$ cat config.mk
export PLATFORM = sky130hd
export DESIGN_NAME = pfc_carriage
export DESIGN_NICKNAME = d
export VERILOG_FILES = /design/src/core/pfc_pkg.sv /design/src/core/pfc_carriage.sv
export SDC_FILE = /design/constraint.sdc
export NUM_CORES = 1
export LEC_CHECK = 0
export BUFFER_PORTS_ARGS = -buffer_cell sky130_fd_sc_hd__buf_2
export CAP_MARGIN = 20
export CORE_ASPECT_RATIO = 0.75
export CORE_MARGIN = 5
export CORE_UTILIZATION = 55
export DETAILED_ROUTE_END_ITERATION = 6
export PLACE_DENSITY = 0.72
export SLEW_MARGIN = 20
export SYNTH_ARGS = -nofsm -noshare
export SYNTH_HDL_FRONTEND = slang
export SYNTH_SLANG_ARGS = --single-unit
export TNS_END_PERCENT = 1
$ cat constraint.sdc
create_clock -name i_mclk -period 4.5 [get_ports i_mclk]
set_clock_uncertainty 0.2 [all_clocks]
set_input_delay 0.9 -clock i_mclk [delete_from_list [all_inputs] [get_ports i_mclk]]
set_output_delay 0.9 -clock i_mclk [all_outputs]
set_load 0.05 [all_outputs]
$ cat src/core/pfc_pkg.sv
package pfc_pkg;
  // Buffer geometry
  localparam int unsigned PFC_LINES = 180;
  localparam int unsigned PFC_ADDR_W = 8;
  localparam int unsigned PFC_CODE_W = 4;
  localparam logic [3:0] PFC_CODE_MIN = 4'h1;
  localparam logic [3:0] PFC_CODE_MAX = 4'hc;
  localparam logic [7:0] PFC_FIRST_LINE = 8'h00;
  // Print line buffer positions
  localparam int unsigned PFC_POS_STD = 132;
  localparam int unsigned PFC_POS_EXT = 150;
  // Sense status
  localparam int unsigned PFC_SENSE_BYTES = 6;
  localparam int unsigned PFC_SNS_EOF_MISSING = 0;
  localparam int unsigned PFC_SNS_BAD_CODE = 1;
  localparam int unsigned PFC_SNS_PARITY = 2;
  localparam int unsigned PFC_SNS_RUNAWAY = 3;
  localparam int unsigned PFC_SNS_RETRY = 4;
  localparam int unsigned PFC_SNS_PLB_FAULT = 5;
  // One spacing buffer entry: code 0 means no stop code
  typedef struct packed {
    logic eight_lpi;
    logic end_of_form;
    logic [3:0] stop_code;
  } pfc_entry_t;
  // Host command carrier
  typedef enum logic [1:0] {
    PFC_CMD_SPACE,
    PFC_CMD_SKIP,
    PFC_CMD_LOAD
  } pfc_cmd_t;
  typedef struct packed {
    pfc_cmd_t op;
    logic [3:0] code;
    logic [7:0] count;
  } pfc_req_t;
endpackage

$ cat src/core/pfc_carriage.sv
`timescale 1ns/100ps
module pfc_carriage
  import pfc_pkg::*;
#(
  parameter int unsigned LINES = PFC_LINES,
  parameter bit EXT_POSITIONS = 1'b0
) (
  input wire logic i_mclk, // System clock
  input wire logic i_sys_rst, // Synchronous reset, high
  input wire logic i_req_valid, // Command offered
  input wire pfc_req_t i_req, // Command fields
  output logic o_req_ready, // Command taken when high
  input wire logic i_load_valid, // Spacing image entry valid
  input wire pfc_entry_t i_load_entry, // Spacing image entry
  input wire logic i_load_last, // Last image entry
  output logic o_load_ready, // Image entry accepted
  input wire logic i_plb_parity_err, // Print line buffer parity fault
  input wire logic i_plb_fault, // Other control unit malfunction
  input wire logic i_sense_clear, // Clear sense and resume motion
  output logic o_form_step, // One-line carriage advance pulse
  output logic o_eight_lpi, // Spacing density flag
  output logic [7:0] o_line_addr, // Current line address
  output logic o_busy, // Command in progress
  output logic o_done, // Command completion pulse
  output logic [8*PFC_SENSE_BYTES-1:0] o_sense, // Sense bytes
  output logic [7:0] o_print_positions // Print line width
);
  //////////////////////////////////////////////////////////////////////////////
  typedef enum logic [1:0] {PFC_IDLE, PFC_MOVE, PFC_LOADING} pfc_state_t;

  pfc_entry_t spacing_mem [LINES];
  pfc_state_t state_q;
  logic [7:0] addr_q;
  logic [7:0] remain_q;
  logic [3:0] target_q;
  logic is_skip_q;
  logic [1:0] home_seen_q;
  logic [7:0] load_idx_q;
  logic load_eof_q;
  logic load_bad_q;
  logic eight_lpi_q;
  logic [7:0] last_line_q;
  logic hold_q;
  logic [7:0] sense_q [PFC_SENSE_BYTES];
  logic step;
  logic [7:0] next_addr;
  logic bad_code;
  logic runaway;
  logic hit;

  // Stop code legal when zero (none) or 1..12
  function automatic logic pfc_code_bad(input logic [3:0] c);
    pfc_code_bad = (c != 4'h0) && ((c < PFC_CODE_MIN) || (c > PFC_CODE_MAX));
  endfunction

  //////////////////////////////////////////////////////////////////////////////
  // Wrap after end-of-form line or last entry
  assign next_addr = (addr_q == last_line_q) ? PFC_FIRST_LINE : addr_q + 8'h01;
  // Motion is frozen while a retryable error is pending
  assign step = (state_q == PFC_MOVE) && !hold_q;
  assign hit = (spacing_mem[next_addr].stop_code == target_q);
  // Second pass over line one ends a skip for a missing code
  assign runaway = is_skip_q && (next_addr == PFC_FIRST_LINE) && (home_seen_q == 2'h1);
  assign bad_code = pfc_pkg_bad_wrap(i_load_entry.stop_code);
  function automatic logic pfc_pkg_bad_wrap(input logic [3:0] c);
    pfc_pkg_bad_wrap = pfc_code_bad(c);
  endfunction

  assign o_req_ready = (state_q == PFC_IDLE);
  assign o_load_ready = (state_q == PFC_LOADING);
  assign o_busy = (state_q != PFC_IDLE);
  assign o_line_addr = addr_q;
  assign o_eight_lpi = eight_lpi_q;
  assign o_print_positions = EXT_POSITIONS ? 8'(PFC_POS_EXT) : 8'(PFC_POS_STD);

  //////////////////////////////////////////////////////////////////////////////
  // Command sequencer
  always_ff @(posedge i_mclk) begin
    if (i_sys_rst) begin
      state_q <= PFC_IDLE;
      remain_q <= 8'h00;
      target_q <= 4'h0;
      is_skip_q <= 1'b0;
      o_done <= 1'b0;
    end else begin
      o_done <= 1'b0;
      unique case (state_q)
        PFC_IDLE: begin
          if (i_req_valid) begin
            target_q <= i_req.code;
            remain_q <= i_req.count;
            is_skip_q <= (i_req.op == PFC_CMD_SKIP);
            if (i_req.op == PFC_CMD_LOAD) begin
              state_q <= PFC_LOADING;
            end else if (i_req.op == PFC_CMD_SKIP || i_req.count != 8'h00) begin
              state_q <= PFC_MOVE;
            end else begin
              o_done <= 1'b1;
            end
          end
        end
        PFC_MOVE: begin
          if (step) begin
            remain_q <= remain_q - 8'h01;
            if ((is_skip_q && (hit || runaway)) || (!is_skip_q && remain_q == 8'h01)) begin
              state_q <= PFC_IDLE;
              o_done <= 1'b1;
            end
          end
        end
        PFC_LOADING: begin
          if (i_load_valid && (i_load_last || load_idx_q == 8'(LINES - 1))) begin
            state_q <= PFC_IDLE;
            o_done <= 1'b1;
          end
        end
        default: state_q <= PFC_IDLE;
      endcase
    end
  end

  // Line address and pass counting over line one
  always_ff @(posedge i_mclk) begin
    if (i_sys_rst) begin
      addr_q <= PFC_FIRST_LINE;
      home_seen_q <= 2'h0;
      o_form_step <= 1'b0;
    end else begin
      o_form_step <= step;
      if (state_q == PFC_IDLE) begin
        home_seen_q <= 2'h0;
      end
      if (step) begin
        addr_q <= next_addr;
        if (next_addr == PFC_FIRST_LINE && home_seen_q != 2'h2) begin
          home_seen_q <= home_seen_q + 2'h1;
        end
      end
    end
  end

  // Image load, with end-of-form and code checks
  always_ff @(posedge i_mclk) begin
    if (i_sys_rst) begin
      load_idx_q <= 8'h00;
      load_eof_q <= 1'b0;
      load_bad_q <= 1'b0;
      eight_lpi_q <= 1'b0;
      last_line_q <= 8'(LINES - 1);
    end else if (state_q == PFC_IDLE) begin
      load_idx_q <= 8'h00;
      load_eof_q <= 1'b0;
      load_bad_q <= 1'b0;
    end else if (state_q == PFC_LOADING && i_load_valid) begin
      spacing_mem[load_idx_q] <= i_load_entry;
      load_idx_q <= load_idx_q + 8'h01;
      load_bad_q <= load_bad_q | bad_code;
      if (i_load_entry.end_of_form && !load_eof_q) begin
        load_eof_q <= 1'b1;
        last_line_q <= load_idx_q;
      end
      if (load_idx_q == PFC_FIRST_LINE) begin
        eight_lpi_q <= i_load_entry.eight_lpi;
      end
    end
  end

  //////////////////////////////////////////////////////////////////////////////
  // Sense bytes; hardware set wins over host clear
  always_ff @(posedge i_mclk) begin
    if (i_sys_rst) begin
      hold_q <= 1'b0;
      for (int i = 0; i < PFC_SENSE_BYTES; i++) begin
        sense_q[i] <= 8'h00;
      end
    end else begin
      if (i_sense_clear) begin
        hold_q <= 1'b0;
        for (int i = 0; i < PFC_SENSE_BYTES; i++) begin
          sense_q[i] <= 8'h00;
        end
      end
      if (i_plb_parity_err) begin
        hold_q <= 1'b1;
        sense_q[0][PFC_SNS_PARITY] <= 1'b1;
        sense_q[0][PFC_SNS_RETRY] <= 1'b1;
      end
      if (i_plb_fault) begin
        sense_q[0][PFC_SNS_PLB_FAULT] <= 1'b1;
      end
      if (step && is_skip_q && runaway && !hit) begin
        sense_q[0][PFC_SNS_RUNAWAY] <= 1'b1;
      end
      if (state_q == PFC_LOADING && i_load_valid
          && (i_load_last || load_idx_q == 8'(LINES - 1))) begin
        sense_q[0][PFC_SNS_EOF_MISSING] <= !(load_eof_q || i_load_entry.end_of_form);
        sense_q[0][PFC_SNS_BAD_CODE] <= load_bad_q | bad_code;
      end
      sense_q[1] <= {1'b0, addr_q[6:0]};
      sense_q[2] <= {4'h0, target_q};
    end
  end

  // Flatten sense bytes, byte 0 in the low lane
  generate
    for (genvar g = 0; g < PFC_SENSE_BYTES; g++) begin : g_sense
      assign o_sense[8*g +: 8] = sense_q[g];
    end
  endgenerate
endmodule // pfc_carriage

Word-level counts from Yosys, hierarchy flattened
Memory sizes are Yosys's and may differ from the RTL's.
Cells that the tools add are included.
{"block": "classes", "mux": 59, "magnitude_cmp": 2, "n_addsub": 4, "eq_ne": 15, "bitwise": 16, "reduce_logical": 40}
{"operator": "$mux W7", "count": 8}
{"operator": "$mux W1", "count": 36}
{"operator": "$mux W8", "count": 3}
{"operator": "$mux W2", "count": 9}
{"operator": "$add A8 B1 Y8 const B", "count": 2}
{"operator": "$logic_not A8 Y1", "count": 2}
{"operator": "$pmux W8 S2", "count": 1}
{"operator": "$or A1 B1 Y1", "count": 15}
{"operator": "$logic_and A1 B1 Y1", "count": 14}
{"operator": "$reduce_and A3 Y1", "count": 3}
{"operator": "$eq A8 B1 Y1 const B", "count": 1}
{"operator": "$eq A8 B8 Y1", "count": 1}
{"operator": "$eq A8 B8 Y1 const B", "count": 1}
{"operator": "$reduce_bool A8 Y1", "count": 1}
{"operator": "$sub A8 B1 Y8 const B", "count": 1}
{"operator": "$eq A2 B1 Y1 const B", "count": 3}
{"operator": "$logic_or A1 B1 Y1", "count": 6}
{"operator": "$ne A2 B2 Y1 const B", "count": 3}
{"operator": "$pmux W2 S3", "count": 1}
{"operator": "$reduce_bool A2 Y1", "count": 3}
{"operator": "$logic_not A1 Y1", "count": 5}
{"operator": "$reduce_and A5 Y1", "count": 1}
{"operator": "$eq A2 B2 Y1 const B", "count": 2}
{"operator": "$eq A4 B4 Y1", "count": 1}
{"operator": "11 further kinds", "count": 13}
{"block": "word_totals", "ramBits": 1122, "register_bits": 47, "mem_count": 2, "wordCells": 152, "out_inout_bits": 70}
{"name": "spacing_mem", "depth": 180, "word_bits": 6, "read_ports": 1, "rd_clocked_by_memory_dff": 0, "wr": 1, "line_no": "pfc_carriage.sv:31", "text": "pfc_entry_t spacing_mem [LINES];"}
{"name": "sense_q", "depth": 6, "word_bits": 7, "read_ports": 6, "rd_clocked_by_memory_dff": 0, "wr": 6, "line_no": "pfc_carriage.sv:44", "text": "logic [7:0] sense_q [PFC_SENSE_BYTES];"}

Depth between registers and ports, before layout
{"block": "logic_depth", "depth_word": 11, "ltp_mapped": 17, "ltp_nobuf": 13}

Worst setup path after synthesis
OpenSTA, ideal clock, no wires.
{"block": "synth_timing", "kind": "register to register", "from": "register addr_q[1], in the netlist o_line_addr[1]", "to": "memory sense_q[0][3] (netlist name), enable pin", "path_buffers": 2, "setup_slack_ns": 0.341, "period_less_slack_ns": 4.159, "setup_time_ns": 0.245, "path_stages_with_launch": 16, "arrival_time_ns": 3.715, "path_cell_list": "dfxtp_1 -> ha_1 -> xor2_1 -> buf_2 -> nor2_1 -> a21oi_1 -> clkbuf_1 -> a21oi_1 -> a211o_1 -> a221oi_1 -> o21ai_1 -> a211oi_2 -> xnor2_1 -> nand4_1 -> nor3b_2 -> nand2b_1"}
{"item": "start: declaration", "line_no": "pfc_carriage.sv:33", "text": "logic [7:0] addr_q;"}
{"item": "start signal: assignment", "line_no": "pfc_carriage.sv:134", "text": "addr_q <= next_addr;"}
{"item": "end: declaration", "line_no": "pfc_carriage.sv:44"}

==> flow_summary.json <==
{
  "ys_ff_latch": 783,
  "avgSynthCellArea_um2": 14.0,
  "seq_area_frac_synth_pct": 70.3,
  "hp-class": "flip-flop to flip-flop",
  "fin_util_pct": 65.0,
  "htreeDepth": 3,
  "power_density_nw_per_um2": 413,
  "arrival_ns": 4.60,
  "chipWidth_um": 292,
  "first_pass_iters": 7,
  "clock.fmax_ghz": 0.226,
  "slew_headroom_pct": 36.3,
  "synth_flop_cell": "edfxtp_1",
  "routed_wl_um": 114000,
  "port_buffers": 58,
  "drc_errors": 0,
  "area.growth.synth_to_final_pct": 16.9,
  "hold_buffers": 0,
  "layoutNonFillerInstCount": 3435,
  "grt.total_usage_pct": 34.4,
  "vias": 22969,
  "boundaryPins": 98,
  "synthesis.area_um2": 32800,
  "grtUsageMet2_pct": 46.7,
  "drt-initial-drc-count": 3737,
  "status": "finished, final reports clean",
  "gr-total-overflow": 0,
  "yosys-top-cells-area": "edfxtp_1 (67%), nor2_1 (3.1%), dfxtp_1 (2.9%), mux2i_1 (2.9%), nand2_1 (2.0%)",
  "setup_violations": 0,
  "startpoint_type": "flip-flop",
  "finalHoldViolations": 0,
  "async_reset_ff_share_pct": 0,
  "layout.nets": 2620,
  "dieArea_um2": 64600,
  "fillCellCount": 4286,
  "routed_via_density": 6.69,
  "placed_cell_area_um2": 35600,
  "synth_warnings": 0,
  "grt_pass1_vias": 21502,
  "cts_root_buf": "clkbuf_16",
  "cts_made_buffers": 77,
  "whs_ns": 0.288,
  "ant_nets": 0,
  "antenna_found_initial": 2,
  "netlist.area_leader.share_pct": 67.4,
  "period_needed_ns": 4.42,
  "synth_edf_count": 736,
  "dp_cells": 3284,
  "clock_latency_ns": 0.64,
  "power.total_mw": 15.8,
  "start_util_pct": 55.6,
  "multi_input_area_um2": 9100,
  "p_leak_nw": 12.5,
  "wl_per_cell_um": 33.2,
  "grt_max_degree": 131,
  "row_count": 77,
  "timing.final.crit_share_pct": 98.2,
  "gp_congestion": 1.01,
  "hpwl_um": 79100,
  "max-vdd-ir-drop_uv": 305,
  "clock_path_buffers": 3,
  "layout-drive-gt1-share_pct": 21.1,
  "grt_most_used_layer": "met1",
  "critical_path.max_fanout": 15,
  "cts_tree": "done",
  "clock_sink_count": 783,
  "cp-end-kind": "flip-flop",
  "core-area_um2": 59000,
  "max_cap_viol_count": 0,
  "chipHeight_um": 221,
  "worstPathRequired_ns": 4.68,
  "tns_ns": 0,
  "grt_pass1_wl_um": 160000,
  "dp_worst_setup_slack_ns": -0.161,
  "final_area_um2": 38300,
  "slew_viol_final": 0,
  "netlist.top_cell.by_area": "edfxtp_1",
  "grt_use_met3_pct": 13.8,
  "grt_util_met1_pct": 51.2,
  "critical_path_class": "flip-flop to flip-flop",
  "clkTransAtPathRegs_ns": 0.06,
  "yosysUniqueCellTypes": 80,
  "max_slew.worst_pin.slew_ns": 0.956,
  "synthCells": 2335,
  "postLayoutSetupSlackWorst_ns": 0.0819,
  "regArea_um2": 23000
}
[metal layers]
metal	share of wire [%]	vias to the layer above
li1	-	9412
met1	40	11448
met2	41	1846
met3	16	259
met4	3.9	4
met5	0.022	-
[cells by family after synthesis]
| kind of cell | after synthesis | synth area share, % |
|---|---|---|
| AOI/OAI and AO/OA | 481 | 10.1 |
| xor gates and xnor gates | 28 | 0.748 |
| adders and majority gates | 9 | 0.343 |
| buffers and inverters | 203 | 3.09 |
| DFF | 783 | 70.3 |
| muxes | 171 | 6.41 |
| other | 2 | 0.0229 |
| and+or+nand+nor | 658 | 8.98 |
[cells in the final DEF, fill, tap and decap left out, types with 44 or more instances in the layout]
| master | synthesis | routed |
|---|---|---|
| nand2_1 | 177 | 177 |
| clkbuf_16 | 0 | 78 |
| o21ai_0 | 52 | 50 |
| buf_2 | 38 | 54 |
| a21oi_1 | 126 | 122 |
| nor2_1 | 267 | 266 |
| mux2_2 | 51 | 51 |
| nand3_1 | 49 | 49 |
| edfxtp_1 | 736 | 736 |
| buf_4 | 48 | 217 |
| mux2i_1 | 94 | 94 |
| conb_1 | 2 | 50 |
| o22ai_1 | 44 | 44 |
| dfxtp_1 | 47 | 46 |
[layout make-up]
type	count	area share, %
Sequential cell	783	60.1
Tap cell	790	2.58
Clock buffer	95	5.26
Inverter	14	0.144
Timing Repair Buffer	310	6.97
Multi-Input combinational cell	1397	23.8
Clock inverter	42	1.12
Antenna cell	4	0.0261
[where the power goes]
part | switching [mW] | leakage (nW) | internal [mW]
clock network | 2.81 | 1.18 | 3.52
logic | 1.01 | 4.31 | 0.487
registers | 0.0266 | 7.02 | 7.98
[worst max-delay path: stages, from the launching register on]
cell	delay [ns]
dfxtp_1	0.35
xor2_1	0.27
or4_1	0.21
buf_12	0.18
nor2_4	0.08
buf_4	0.14
buf_4	0.19
buf_4	0.19
o22ai_1	0.36
a221oi_1	0.17
or4_1	0.57
a211o_1	0.33
a22oi_2	0.15
xor2_1	0.16
nand4_1	0.12
buf_4	0.17
nor3b_2	0.16
nand2b_1	0.16
[state kept, by name, indices dropped and copies added (netlist names), 2 cells and up]
register and cells:
target_q 4, last_line_q 8, state_q 2, o_line_addr 8, load_idx_q 8, home_seen_q 2, spacing_mem 720, remain_q 8
sense_q 16
[timing repair]
| action | in CTS | in global routing |
|---|---|---|
| pin swaps | 2 | 5 |
| endpoints found under the setup margin | 4 | 4 |
| resized for setup | 5 | 24 |
| setup buffers | 5 | 5 |
[synth_stat cells (all sizes together) (5+ instances only)]
library cell  number
inv               14
dfxtp             47
or3                8
a21oi            127
or2               17
mux4              26
clkbuf            84
mux2i             94
o32ai              8
nand2            177
mux2              51
nor2             267
o31ai              8
a221oi            18
xnor2              7
and2              13
nand4              8
o22a               5
a211o             10
o21ai             63
ha                 9
nand2b            11
a22oi             17
nand3             49
buf              105
nor4              17
a2111oi           14
nor2b             36
o22ai             46
o221ai            14
xor2              21
edfxtp           736
nor3              42
o211ai            19
a31oi             18
a311oi             5
a2bb2oi            5
a32oi              5
o311ai            10
a211oi            39
a221o             11
[final timing paths]
path | from | endpoint | slack (ns) | cells past startpoint
setup / recovery | last_line_q[6]$_SDFFE_PP0P_ | sense_q[0][3]$_SDFFCE_PN0P_ | 0.08 | 17
hold / removal | remain_q[5]$_SDFFE_PP0P_ | remain_q[5]$_SDFFE_PP0P_ | 0.29 | 2
setup reg to reg | last_line_q[6]$_SDFFE_PP0P_ | sense_q[0][3]$_SDFFCE_PN0P_ | 0.08 | 17
hold reg to reg | remain_q[5]$_SDFFE_PP0P_ | remain_q[5]$_SDFFE_PP0P_ | 0.29 | 2
Note: power is estimated with default switching activity, not from simulation.
